`src/logic/icb_pkg.sv`:
```
// Package of constants and types for the interval clock time base.
package icb_pkg;
   // =========================================================================
   // Timing
   // =========================================================================
   localparam int  CLK_MHZ        = 100;
   localparam int  TICK_US        = 1;
   localparam int  TICK_CYCLES    = CLK_MHZ * TICK_US;
   localparam int  REF_US         = 10;
   localparam int  REF_CYCLES     = CLK_MHZ * REF_US;
   localparam int  EXT_MAX_KHZ    = 400;
   localparam int  EXT_MIN_CYCLES = (CLK_MHZ * 1000) / EXT_MAX_KHZ;
   // =========================================================================
   // Widths
   // =========================================================================
   localparam int  IVL_W   = 18;
   localparam int  CHAN_W  = 3;
   localparam int  TB_W    = 60;
   // =========================================================================
   // Register byte offsets
   // =========================================================================
   localparam logic [7:0] OFS_CTRL     = 8'h00;
   localparam logic [7:0] OFS_IVL      = 8'h04;
   localparam logic [7:0] OFS_CNT      = 8'h08;
   localparam logic [7:0] OFS_TIVL     = 8'h0c;
   localparam logic [7:0] OFS_TCNT     = 8'h10;
   localparam logic [7:0] OFS_TB_LO    = 8'h14;
   localparam logic [7:0] OFS_TB_HI    = 8'h18;
   localparam logic [7:0] OFS_STATUS   = 8'h1c;
   localparam logic [7:0] OFS_MASK     = 8'h20;
   localparam logic [7:0] OFS_DEVCODE  = 8'h24;
   // =========================================================================
   // Control fields
   // =========================================================================
   localparam int  CTRL_CLK_EN   = 0;
   localparam int  CTRL_EXT_SEL  = 1;
   localparam int  CTRL_TMR_EN   = 2;
   localparam int  CTRL_CHAN_LSB = 4;
   localparam int  CTRL_TCHAN_LSB = 8;
   localparam int  ST_CLK        = 0;
   localparam int  ST_TMR        = 1;
   localparam logic [31:0] CTRL_RESET = 32'h0000_0000;
   localparam logic [1:0]  MASK_RESET = 2'h0;
   localparam logic [1:0]  DEVCODE_RESET = 2'h0;
   // Arbitrary device codes chosen for this design.
   localparam logic [6:0] DEV_CODE_A = 7'h10;
   localparam logic [6:0] DEV_CODE_B = 7'h11;
   localparam logic [1:0] RESP_OKAY   = 2'h0;
   localparam logic [1:0] RESP_SLVERR = 2'h2;

   typedef struct packed {
      logic                clk_en;
      logic                ext_sel;
      logic                tmr_en;
      logic [CHAN_W-1:0]   chan;
      logic [CHAN_W-1:0]   tchan;
   } icb_ctrl_type;

   typedef enum logic [1:0] {
      ICB_IDLE  = 2'b00,
      ICB_FREEZE = 2'b01,
      ICB_SEND  = 2'b11
   } icb_rd_type;
endpackage : icb_pkg

```
`src/logic/icb_counter.sv`:
```
// Interval counter with match, auto-clear and read freeze interlock.
`timescale 1ns/1ps
module icb_counter #(
   parameter int W = 18
) (
   // Clock and reset
   input  wire logic         aclk,
   input  wire logic         aresetn,
   // Control
   input  wire logic         enable,
   input  wire logic         step,
   input  wire logic         clear,
   input  wire logic         freeze,
   input  wire logic [W-1:0] interval,
   // Results
   output logic [W-1:0]      count,
   output logic              match
);
   logic [2:0] owed;
   logic       apply;
   logic [W-1:0] next_count;

   // A step taken while frozen is owed and applied in the cycle after the freeze.
   assign apply = !freeze && (step || owed != 3'h0);
   assign next_count = count + {{(W-1){1'b0}}, 1'b1};

   always_ff @(posedge aclk) begin
      if (!aresetn) begin
         owed <= 3'h0;
      end else if (clear || !enable) begin
         owed <= 3'h0;
      end else if (freeze && step && owed != 3'h7) begin
         owed <= owed + 3'h1;
      end else if (!freeze && owed != 3'h0 && !step) begin
         owed <= owed - 3'h1;
      end
   end

   always_ff @(posedge aclk) begin
      if (!aresetn) begin
         count <= '0;
         match <= 1'b0;
      end else if (clear || !enable) begin
         count <= '0;
         match <= 1'b0;
      end else if (apply) begin
         // Continuous compare on each count; match restarts the interval.
         if (next_count == interval) begin
            count <= '0;
            match <= 1'b1;
         end else begin
            count <= next_count;
            match <= 1'b0;
         end
      end else begin
         match <= 1'b0;
      end
   end
endmodule : icb_counter

```
`src/logic/icb_top.sv`:
```
// Interval clock, microsecond timer and time base with AXI4-Lite access.
// Functional notes
// - Interval clock counts 10 us steps with an 18-bit interval setting.
// - Steps come from a 100 kHz reference or external pulses to 400 kHz.
// - Counter is compared against the interval on every count.
// - A match raises a program interrupt request.
// - The same match clears the counter by itself.
// - Software picks the interrupt channel for the match.
// - Device answers at either of two selectable device codes.
// - Reads freeze the counter for one cycle; a pulse in that cycle is applied in the next.
// - All control and readout goes through the processor I/O path.
// - A one-microsecond tick is divided from the machine clock.
// - Internal timer interrupts periodically with 1 us resolution.
// - Time base is a free-running 60-bit microsecond counter.
`timescale 1ns/1ps
module icb_top (
   // Clock and reset
   input  wire logic         aclk,
   input  wire logic         aresetn,
   // External count pulse pin
   input  wire logic         ext_pulse,
   // AXI4-Lite write address
   input  wire logic [7:0]   s_axi_awaddr,
   input  wire logic         s_axi_awvalid,
   output logic              s_axi_awready,
   // AXI4-Lite write data
   input  wire logic [31:0]  s_axi_wdata,
   input  wire logic [3:0]   s_axi_wstrb,
   input  wire logic         s_axi_wvalid,
   output logic              s_axi_wready,
   // AXI4-Lite write response
   output logic [1:0]        s_axi_bresp,
   output logic              s_axi_bvalid,
   input  wire logic         s_axi_bready,
   // AXI4-Lite read address
   input  wire logic [7:0]   s_axi_araddr,
   input  wire logic         s_axi_arvalid,
   output logic              s_axi_arready,
   // AXI4-Lite read data
   output logic [31:0]       s_axi_rdata,
   output logic [1:0]        s_axi_rresp,
   output logic              s_axi_rvalid,
   input  wire logic         s_axi_rready,
   // Interrupts
   output logic              irq,
   output logic [7:0]        irq_chan,
   output logic [6:0]        dev_code
);
   // ========================================================================
   // Declarations
   // ========================================================================
   icb_pkg::icb_ctrl_type ctrl;
   icb_pkg::icb_rd_type   rd_state;
   logic [17:0]  ivl;
   logic [17:0]  tivl;
   logic [17:0]  cnt;
   logic [17:0]  tcnt;
   logic [59:0]  time_base;
   logic [27:0]  tb_hi_latch;
   logic [1:0]   status;
   logic [1:0]   mask;
   logic         dev_sel;
   logic [6:0]   us_div;
   logic [9:0]   ref_div;
   logic         us_tick;
   logic         ref_tick;
   logic [2:0]   ext_sync;
   logic         ext_edge;
   logic         clk_step;
   logic         clk_match;
   logic         tmr_match;
   logic         freeze;
   logic         aw_held;
   logic         w_held;
   logic [7:0]   aw_addr;
   logic [31:0]  w_data;
   logic [3:0]   w_strb;
   logic         wr_go;
   logic [7:0]   ar_addr;
   logic [31:0]  next_rdata;
   logic [1:0]   next_rresp;
   logic [1:0]   clr_bits;
   logic [31:0]  wmask;

   // ========================================================================
   // Tick dividers
   // ========================================================================
   always_ff @(posedge aclk) begin
      if (!aresetn) begin
         us_div  <= 7'h00;
         us_tick <= 1'b0;
      end else if (us_div == 7'(icb_pkg::TICK_CYCLES - 1)) begin
         us_div  <= 7'h00;
         us_tick <= 1'b1;
      end else begin
         us_div  <= us_div + 7'h01;
         us_tick <= 1'b0;
      end
   end

   always_ff @(posedge aclk) begin
      if (!aresetn) begin
         ref_div  <= 10'h000;
         ref_tick <= 1'b0;
      end else if (ref_div == 10'(icb_pkg::REF_CYCLES - 1)) begin
         ref_div  <= 10'h000;
         ref_tick <= 1'b1;
      end else begin
         ref_div  <= ref_div + 10'h001;
         ref_tick <= 1'b0;
      end
   end

   // ========================================================================
   // External pulse input
   // ========================================================================
   // Two stages settle the pin; the third only feeds the edge detector.
   always_ff @(posedge aclk) begin
      if (!aresetn) begin
         ext_sync <= 3'h0;
      end else begin
         ext_sync <= {ext_sync[1:0], ext_pulse};
      end
   end
   assign ext_edge = ext_sync[1] && !ext_sync[2];

   // Source select: internal reference or external pulse stream.
   assign clk_step = ctrl.ext_sel ? ext_edge : ref_tick;

   // ========================================================================
   // Counters
   // ========================================================================
   icb_counter #(
      .W (icb_pkg::IVL_W)
   ) u_clk (
      .aclk     (aclk),
      .aresetn  (aresetn),
      .enable   (ctrl.clk_en),
      .step     (clk_step),
      .clear    (1'b0),
      .freeze   (freeze),
      .interval (ivl),
      .count    (cnt),
      .match    (clk_match)
   );

   icb_counter #(
      .W (icb_pkg::IVL_W)
   ) u_tmr (
      .aclk     (aclk),
      .aresetn  (aresetn),
      .enable   (ctrl.tmr_en),
      .step     (us_tick),
      .clear    (1'b0),
      .freeze   (freeze),
      .interval (tivl),
      .count    (tcnt),
      .match    (tmr_match)
   );

   // Time base never stops; high word is latched when the low word is read.
   always_ff @(posedge aclk) begin
      if (!aresetn) begin
         time_base <= 60'h0;
      end else if (us_tick) begin
         time_base <= time_base + 60'h1;
      end
   end

   // ========================================================================
   // Interrupts
   // ========================================================================
   assign clr_bits = (wr_go && aw_addr == icb_pkg::OFS_STATUS && w_strb[0])
                     ? w_data[1:0] : 2'h0;

   // A match in the clearing cycle survives the clear.
   always_ff @(posedge aclk) begin
      if (!aresetn) begin
         status <= 2'h0;
      end else begin
         status <= (status & ~clr_bits) | {tmr_match, clk_match};
      end
   end

   assign irq = |(status & mask);

   // Each source drives the one channel line that software chose.
   always_comb begin
      irq_chan = 8'h00;
      if (status[icb_pkg::ST_CLK] && mask[icb_pkg::ST_CLK]) begin
         irq_chan[ctrl.chan] = 1'b1;
      end
      if (status[icb_pkg::ST_TMR] && mask[icb_pkg::ST_TMR]) begin
         irq_chan[ctrl.tchan] = 1'b1;
      end
   end

   assign dev_code = dev_sel ? icb_pkg::DEV_CODE_B
                             : icb_pkg::DEV_CODE_A;

   // ========================================================================
   // AXI4-Lite write path
   // ========================================================================
   assign s_axi_awready = !aw_held && !s_axi_bvalid;
   assign s_axi_wready  = !w_held && !s_axi_bvalid;
   assign wr_go = aw_held && w_held && !s_axi_bvalid;

   always_ff @(posedge aclk) begin
      if (!aresetn) begin
         aw_held <= 1'b0;
         aw_addr <= 8'h00;
      end else if (s_axi_awvalid && s_axi_awready) begin
         aw_held <= 1'b1;
         aw_addr <= s_axi_awaddr;
      end else if (wr_go) begin
         aw_held <= 1'b0;
      end
   end

   always_ff @(posedge aclk) begin
      if (!aresetn) begin
         w_held <= 1'b0;
         w_data <= 32'h0;
         w_strb <= 4'h0;
      end else if (s_axi_wvalid && s_axi_wready) begin
         w_held <= 1'b1;
         w_data <= s_axi_wdata;
         w_strb <= s_axi_wstrb;
      end else if (wr_go) begin
         w_held <= 1'b0;
      end
   end

   always_comb begin
      wmask = {{8{w_strb[3]}}, {8{w_strb[2]}}, {8{w_strb[1]}}, {8{w_strb[0]}}};
   end

   // Registers are reached only through the processor bus path.
   always_ff @(posedge aclk) begin
      if (!aresetn) begin
         ctrl    <= icb_ctrl_reset();
         ivl     <= 18'h0;
         tivl    <= 18'h0;
         mask    <= icb_pkg::MASK_RESET;
         dev_sel <= 1'b0;
      end else if (wr_go) begin
         unique case (aw_addr)
            icb_pkg::OFS_CTRL: begin
               ctrl <= icb_ctrl_decode(w_data & wmask);
            end
            icb_pkg::OFS_IVL: begin
               ivl <= (w_data[17:0] & wmask[17:0]) | (ivl & ~wmask[17:0]);
            end
            icb_pkg::OFS_TIVL: begin
               tivl <= (w_data[17:0] & wmask[17:0]) | (tivl & ~wmask[17:0]);
            end
            icb_pkg::OFS_MASK: begin
               if (w_strb[0]) mask <= w_data[1:0];
            end
            icb_pkg::OFS_DEVCODE: begin
               if (w_strb[0]) dev_sel <= w_data[0];
            end
            default: begin
            end
         endcase
      end
   end

   always_ff @(posedge aclk) begin
      if (!aresetn) begin
         s_axi_bvalid <= 1'b0;
         s_axi_bresp  <= icb_pkg::RESP_OKAY;
      end else if (wr_go) begin
         s_axi_bvalid <= 1'b1;
         s_axi_bresp  <= icb_addr_ok(aw_addr) ? icb_pkg::RESP_OKAY
                                              : icb_pkg::RESP_SLVERR;
      end else if (s_axi_bready) begin
         s_axi_bvalid <= 1'b0;
      end
   end

   // ========================================================================
   // AXI4-Lite read path with counter freeze
   // ========================================================================
   assign s_axi_arready = (rd_state == icb_pkg::ICB_IDLE);
   assign freeze = (rd_state == icb_pkg::ICB_FREEZE);

   always_ff @(posedge aclk) begin
      if (!aresetn) begin
         rd_state <= icb_pkg::ICB_IDLE;
         ar_addr  <= 8'h00;
      end else begin
         unique case (rd_state)
            icb_pkg::ICB_IDLE: begin
               if (s_axi_arvalid) begin
                  ar_addr  <= s_axi_araddr;
                  rd_state <= icb_pkg::ICB_FREEZE;
               end
            end
            icb_pkg::ICB_FREEZE: begin
               rd_state <= icb_pkg::ICB_SEND;
            end
            icb_pkg::ICB_SEND: begin
               if (s_axi_rready) rd_state <= icb_pkg::ICB_IDLE;
            end
            default: begin
               rd_state <= icb_pkg::ICB_IDLE;
            end
         endcase
      end
   end

   always_comb begin
      next_rresp = icb_pkg::RESP_OKAY;
      unique case (ar_addr)
         icb_pkg::OFS_CTRL:    next_rdata = icb_ctrl_encode(ctrl);
         icb_pkg::OFS_IVL:     next_rdata = {14'h0, ivl};
         icb_pkg::OFS_CNT:     next_rdata = {14'h0, cnt};
         icb_pkg::OFS_TIVL:    next_rdata = {14'h0, tivl};
         icb_pkg::OFS_TCNT:    next_rdata = {14'h0, tcnt};
         icb_pkg::OFS_TB_LO:   next_rdata = time_base[31:0];
         icb_pkg::OFS_TB_HI:   next_rdata = {4'h0, tb_hi_latch};
         icb_pkg::OFS_STATUS:  next_rdata = {30'h0, status};
         icb_pkg::OFS_MASK:    next_rdata = {30'h0, mask};
         icb_pkg::OFS_DEVCODE: next_rdata = {31'h0, dev_sel};
         default: begin
            next_rdata = 32'h0;
            next_rresp = icb_pkg::RESP_SLVERR;
         end
      endcase
   end

   // Data is captured in the freeze cycle, so the count is stable.
   always_ff @(posedge aclk) begin
      if (!aresetn) begin
         s_axi_rdata <= 32'h0;
         s_axi_rresp <= icb_pkg::RESP_OKAY;
         s_axi_rvalid <= 1'b0;
         tb_hi_latch <= 28'h0;
      end else if (rd_state == icb_pkg::ICB_FREEZE) begin
         s_axi_rdata  <= next_rdata;
         s_axi_rresp  <= next_rresp;
         s_axi_rvalid <= 1'b1;
         if (ar_addr == icb_pkg::OFS_TB_LO) tb_hi_latch <= time_base[59:32];
      end else if (s_axi_rvalid && s_axi_rready) begin
         s_axi_rvalid <= 1'b0;
      end
   end

   // ========================================================================
   // Helpers
   // ========================================================================
   function automatic icb_pkg::icb_ctrl_type icb_ctrl_decode(
      input logic [31:0] d
   );
      icb_pkg::icb_ctrl_type c;
      c.clk_en  = d[icb_pkg::CTRL_CLK_EN];
      c.ext_sel = d[icb_pkg::CTRL_EXT_SEL];
      c.tmr_en  = d[icb_pkg::CTRL_TMR_EN];
      c.chan    = d[icb_pkg::CTRL_CHAN_LSB +: icb_pkg::CHAN_W];
      c.tchan   = d[icb_pkg::CTRL_TCHAN_LSB +: icb_pkg::CHAN_W];
      return c;
   endfunction : icb_ctrl_decode

   function automatic logic [31:0] icb_ctrl_encode(
      input icb_pkg::icb_ctrl_type c
   );
      logic [31:0] d;
      d = 32'h0;
      d[icb_pkg::CTRL_CLK_EN]  = c.clk_en;
      d[icb_pkg::CTRL_EXT_SEL] = c.ext_sel;
      d[icb_pkg::CTRL_TMR_EN]  = c.tmr_en;
      d[icb_pkg::CTRL_CHAN_LSB +: icb_pkg::CHAN_W]  = c.chan;
      d[icb_pkg::CTRL_TCHAN_LSB +: icb_pkg::CHAN_W] = c.tchan;
      return d;
   endfunction : icb_ctrl_encode

   function automatic icb_pkg::icb_ctrl_type icb_ctrl_reset();
      return icb_ctrl_decode(icb_pkg::CTRL_RESET);
   endfunction : icb_ctrl_reset

   function automatic logic icb_addr_ok(input logic [7:0] a);
      return a <= icb_pkg::OFS_DEVCODE && a[1:0] == 2'b00;
   endfunction : icb_addr_ok
endmodule : icb_top

```
`config.mk`:
```
export PLATFORM = sky130hd
export DESIGN_NAME = icb_top
export DESIGN_NICKNAME = d
export VERILOG_FILES = /design/src/logic/icb_pkg.sv /design/src/logic/icb_counter.sv /design/src/logic/icb_top.sv
export SDC_FILE = /design/constraint.sdc
export NUM_CORES = 1
export LEC_CHECK = 0
export BUFFER_PORTS_ARGS = -buffer_cell sky130_fd_sc_hd__buf_2
export CORE_UTILIZATION = 44
export CTS_BUF_LIST = sky130_fd_sc_hd__clkbuf_8
export CTS_CLUSTER_DIAMETER = 150
export DETAILED_ROUTE_END_ITERATION = 6
export PLACE_DENSITY = 0.61
export RECOVER_POWER = 100
export SKIP_LAST_GASP = 1
export SYNTH_ARGS = -nofsm -noshare
export SYNTH_HDL_FRONTEND = slang
export SYNTH_SLANG_ARGS = --single-unit
```
`constraint.sdc`:
```
create_clock -name aclk -period 3.55 [get_ports aclk]
set_input_delay 0.1775 -clock aclk [delete_from_list [all_inputs] [get_ports aclk]]
set_output_delay 0.1775 -clock aclk [all_outputs]
set_load 0.005 [all_outputs]
```
==> metrics.txt <==
TritonCTS clock tree built; Synth Instances roughly 1700; n_diodes 0; Yosys top cell area share 0.403; Max Clock Freq between 300 and 400 MHz; I/O Buffers just over 90; HPWL after DPL ~28 mm; setup slack, reg-to-reg ~0.35 ns; final-report max-slew violation count between 40 and 50; non-filler cells, final 2233; Syn Std Cell Area about 14000 µm²; Final Hold Vio Count 0; die height 180 µm; total CTS buffers 50; Routability Congestion 0.928; R2R depth 7; post-synth top area cell dfxtp_1; clk root buf clkbuf_8; Reg clk slew, reported paths around 0.060 ns; DR vias about 12000; CP max FO 12; Leakage ~5.5 nW; dpl cells 2100; Crit Path Class reg -> reg; dominant synthesized flop cell dfxtp_1; Residual DRC 0; core area around 31000 µm²; Worst setup SP type register; syn_area_per_cell between 8 and 9 µm²; die width about 180 µm; CP cell instances and4_1 -> nand3_1 -> o41ai_1 -> nand3_1 -> o41ai_2 -> buf_4 -> nor2_1; M1 GR Usage 0.351; Hold Path Sink aw_addr[0]$_SDFFE_PN0P_; VDD IR max between 200 and 250 µV; grt total ovfl 0; first-pass GRT wire length approximately 63 mm; period utilization 0.902; Synth area leaders dfxtp_1, nand2_1, a21boi_0; IO Pins around 120; slowest CP cell o41ai_2; Least-Margin Pin Slew between 1.5 and 2 ns; Hold WS a little under 0.08 ns; #FFs+latches synth roughly 280; GRT met3 Usage 0.0370; r2r startpoint u_clk.count[5]$_SDFFE_PN0P_; final setup margin about 0.35 ns; WL final between 30 and 40 mm; layout cells sized above 1 0.0887; endpoints failing setup 0; initial core utilization 0.452; worst-skew pair later-pin latency 0.61 ns; count of cell types in the netlist 70; vias per cell approximately 5.6; Critical Path RT ~4.0 ns; Detailed Route Iter0 Violations approximately 1000; Post-Place Setup Slack between 0.5 and 0.6 ns; GR Util All Layers 0.243; CP most frequent cell nand3_1; failing checks max-capacitance violations, max-slew violations; WP data arrival roughly 3.7 ns; Top Usage Layer GRT met2; Layout fillers around 3000; Reg area approximately 5600 µm²; largest net degree at the start of global routing between 90 and 100; number of global-route vias before repair about 12000; yosys warns 0; DRT antenna net count 0; total chip power 6.61 mW; min Tclk post-route 3.20 ns; RR Endpoint u_clk.count[13]$_SDFFE_PN0P_; kind of end point of the critical path register; outcome finished, violations left; Finished Cell Area approximately 16000 µm²; Multi-input gate area roughly 8000 µm²; sequential area share after synthesis 0.403; hold path cells 4; clock skew around 0.037 ns; Placement Cell Area between 10000 and 15000 µm²; drt wl/cell around 18 µm; Max Buffers Root-to-Sink 3; Hold Path Origin s_axi_awvalid; num rows 64; post_cts resized 0; Post-CTS Setup Bufs 0; nets@finish roughly 1900; pwr/cell area a little over 400 nW/µm²; Sink Count 281; Max-slew headroom -0.222; Final Core Density 0.517; worst min path class in -> reg; GR Util met2 0.367; area grow syn2layout 14.5%; RSZ-0062 raised after global routing false; Max-cap violations 2; Async SR Flop Fraction 0; number of synthesized flops with an enable pin 0; H-tree lvl count 2; DRT Pass-1 Iters 5; Die ar. 32400 µm²; Max stage delay on crit path between 0.7 and 0.8 ns; initial antenna violation count 0; setup_tns 0 ns
-- worst max-delay path by stage --
| stage | endpoint | start | cells past startpoint | slack, ns |
|---|---|---|---|---|
| 2_1_floorplan | u_tmr.count[10]$_SDFFE_PN0P_ | u_tmr.count[1]$_SDFFE_PN0P_ | 11 | 0.89 |
| 3_3_place_gp | u_tmr.count[2]$_SDFFE_PN0P_ | u_tmr.count[1]$_SDFFE_PN0P_ | 9 | 0.56 |
| 3_5_place_dp | u_tmr.count[5]$_SDFFE_PN0P_ | u_tmr.count[1]$_SDFFE_PN0P_ | 9 | 0.59 |
| 4_1_cts | u_tmr.count[5]$_SDFFE_PN0P_ | u_tmr.count[1]$_SDFFE_PN0P_ | 9 | 0.57 |
| 5_1_grt | u_tmr.owed[2]$_SDFFE_PN0P_ | rd_state[0]$_SDFFE_PN0P_ | 8 | 0.15 |
| 6_report | u_clk.count[13]$_SDFFE_PN0P_ | u_clk.count[5]$_SDFFE_PN0P_ | 7 | 0.35 |
-- cell type report --
class	instances	share of cell area
clock buffer	59	0.0508
tap	396	0.0310
timing repair buffer	165	0.0643
sequential	281	0.352
multi-input combinational	1279	0.487
inverter	20	0.00469
clock inverter	33	0.0110
-- layer usage --
layer,share of wire,vias up
li1,-,6100
met1,0.48,5917
met2,0.44,356
met3,0.056,67
met4,0.027,0
met5,0,-
-- logic make-up (layout without fill, tap and decap cells) --
logic type | Yosys count | in the layout | synth area share
mux | 39 | 39 | 0.0289
compound gates | 304 | 304 | 0.159
simple gates | 784 | 784 | 0.275
fa+ha+maj | 7 | 7 | 0.00735
xor+xnor | 137 | 137 | 0.0859
other cells | 2 | 8 | 0.000538
flops | 281 | 281 | 0.403
buf+inv | 134 | 277 | 0.0403
-- where the power goes --
group / total, mW / internal [mW] / switching (mW)
logic: 0.388 / 0.152 / 0.236
registers: 3.25 / 3.20 / 0.0526
clock network: 2.97 / 1.59 / 1.38
total: 6.61 / 4.94 / 1.67
-- critical path, delay by kind of cell (launching register included) --
family / cells / cell delay, ns
flops: 1 / 0.51
compound gates: 2 / 1.29
simple gates: 4 / 0.95
buf+inv: 1 / 0.31
-- cell usage after synthesis, drive strengths merged (21+ instances only) --
cell type and count:
o21ai 42, xor2 62, a21boi 126, and3 21, dfxtp 281, nand3 113, clkbuf 85, a22oi 33
nor2 107, mux2i 37, nor3 55, nor2b 51, buf 29, xnor2 75, nand2 272, and2 51
nand4 27
-- cells in the final DEF, fill, tap and decap left out, types with 6 or more instances in the layout --
cell,instances
xor2_1,62
nand3_1,113
o211ai_1,6
nor4_1,13
nor2b_1,51
clkbuf_2,9
nor3_1,54
buf_4,20
dfxtp_1,281
a222oi_1,11
a22oi_1,33
nand3b_1,8
and4_1,14
o22ai_1,10
nand2b_1,14
and3_1,21
clkbuf_1,42
and2_0,20
and2_1,31
a21oi_1,19
xnor2_1,75
dlygate4sd3_1,41
buf_2,53
a21boi_0,126
clkbuf_8,59
mux2i_1,37
conb_1,8
a22o_1,11
inv_1,45
or3_1,19
o21ai_0,42
nor2_1,105
nand2_1,272
nand4_1,27
-- repair_timing --
item,4_1_cts,5_1_grt
hold buffers,41,0
endpoints found under the hold margin,42,0
endpoints found under the setup margin,0,0
(Power assumes the default switching activity.)
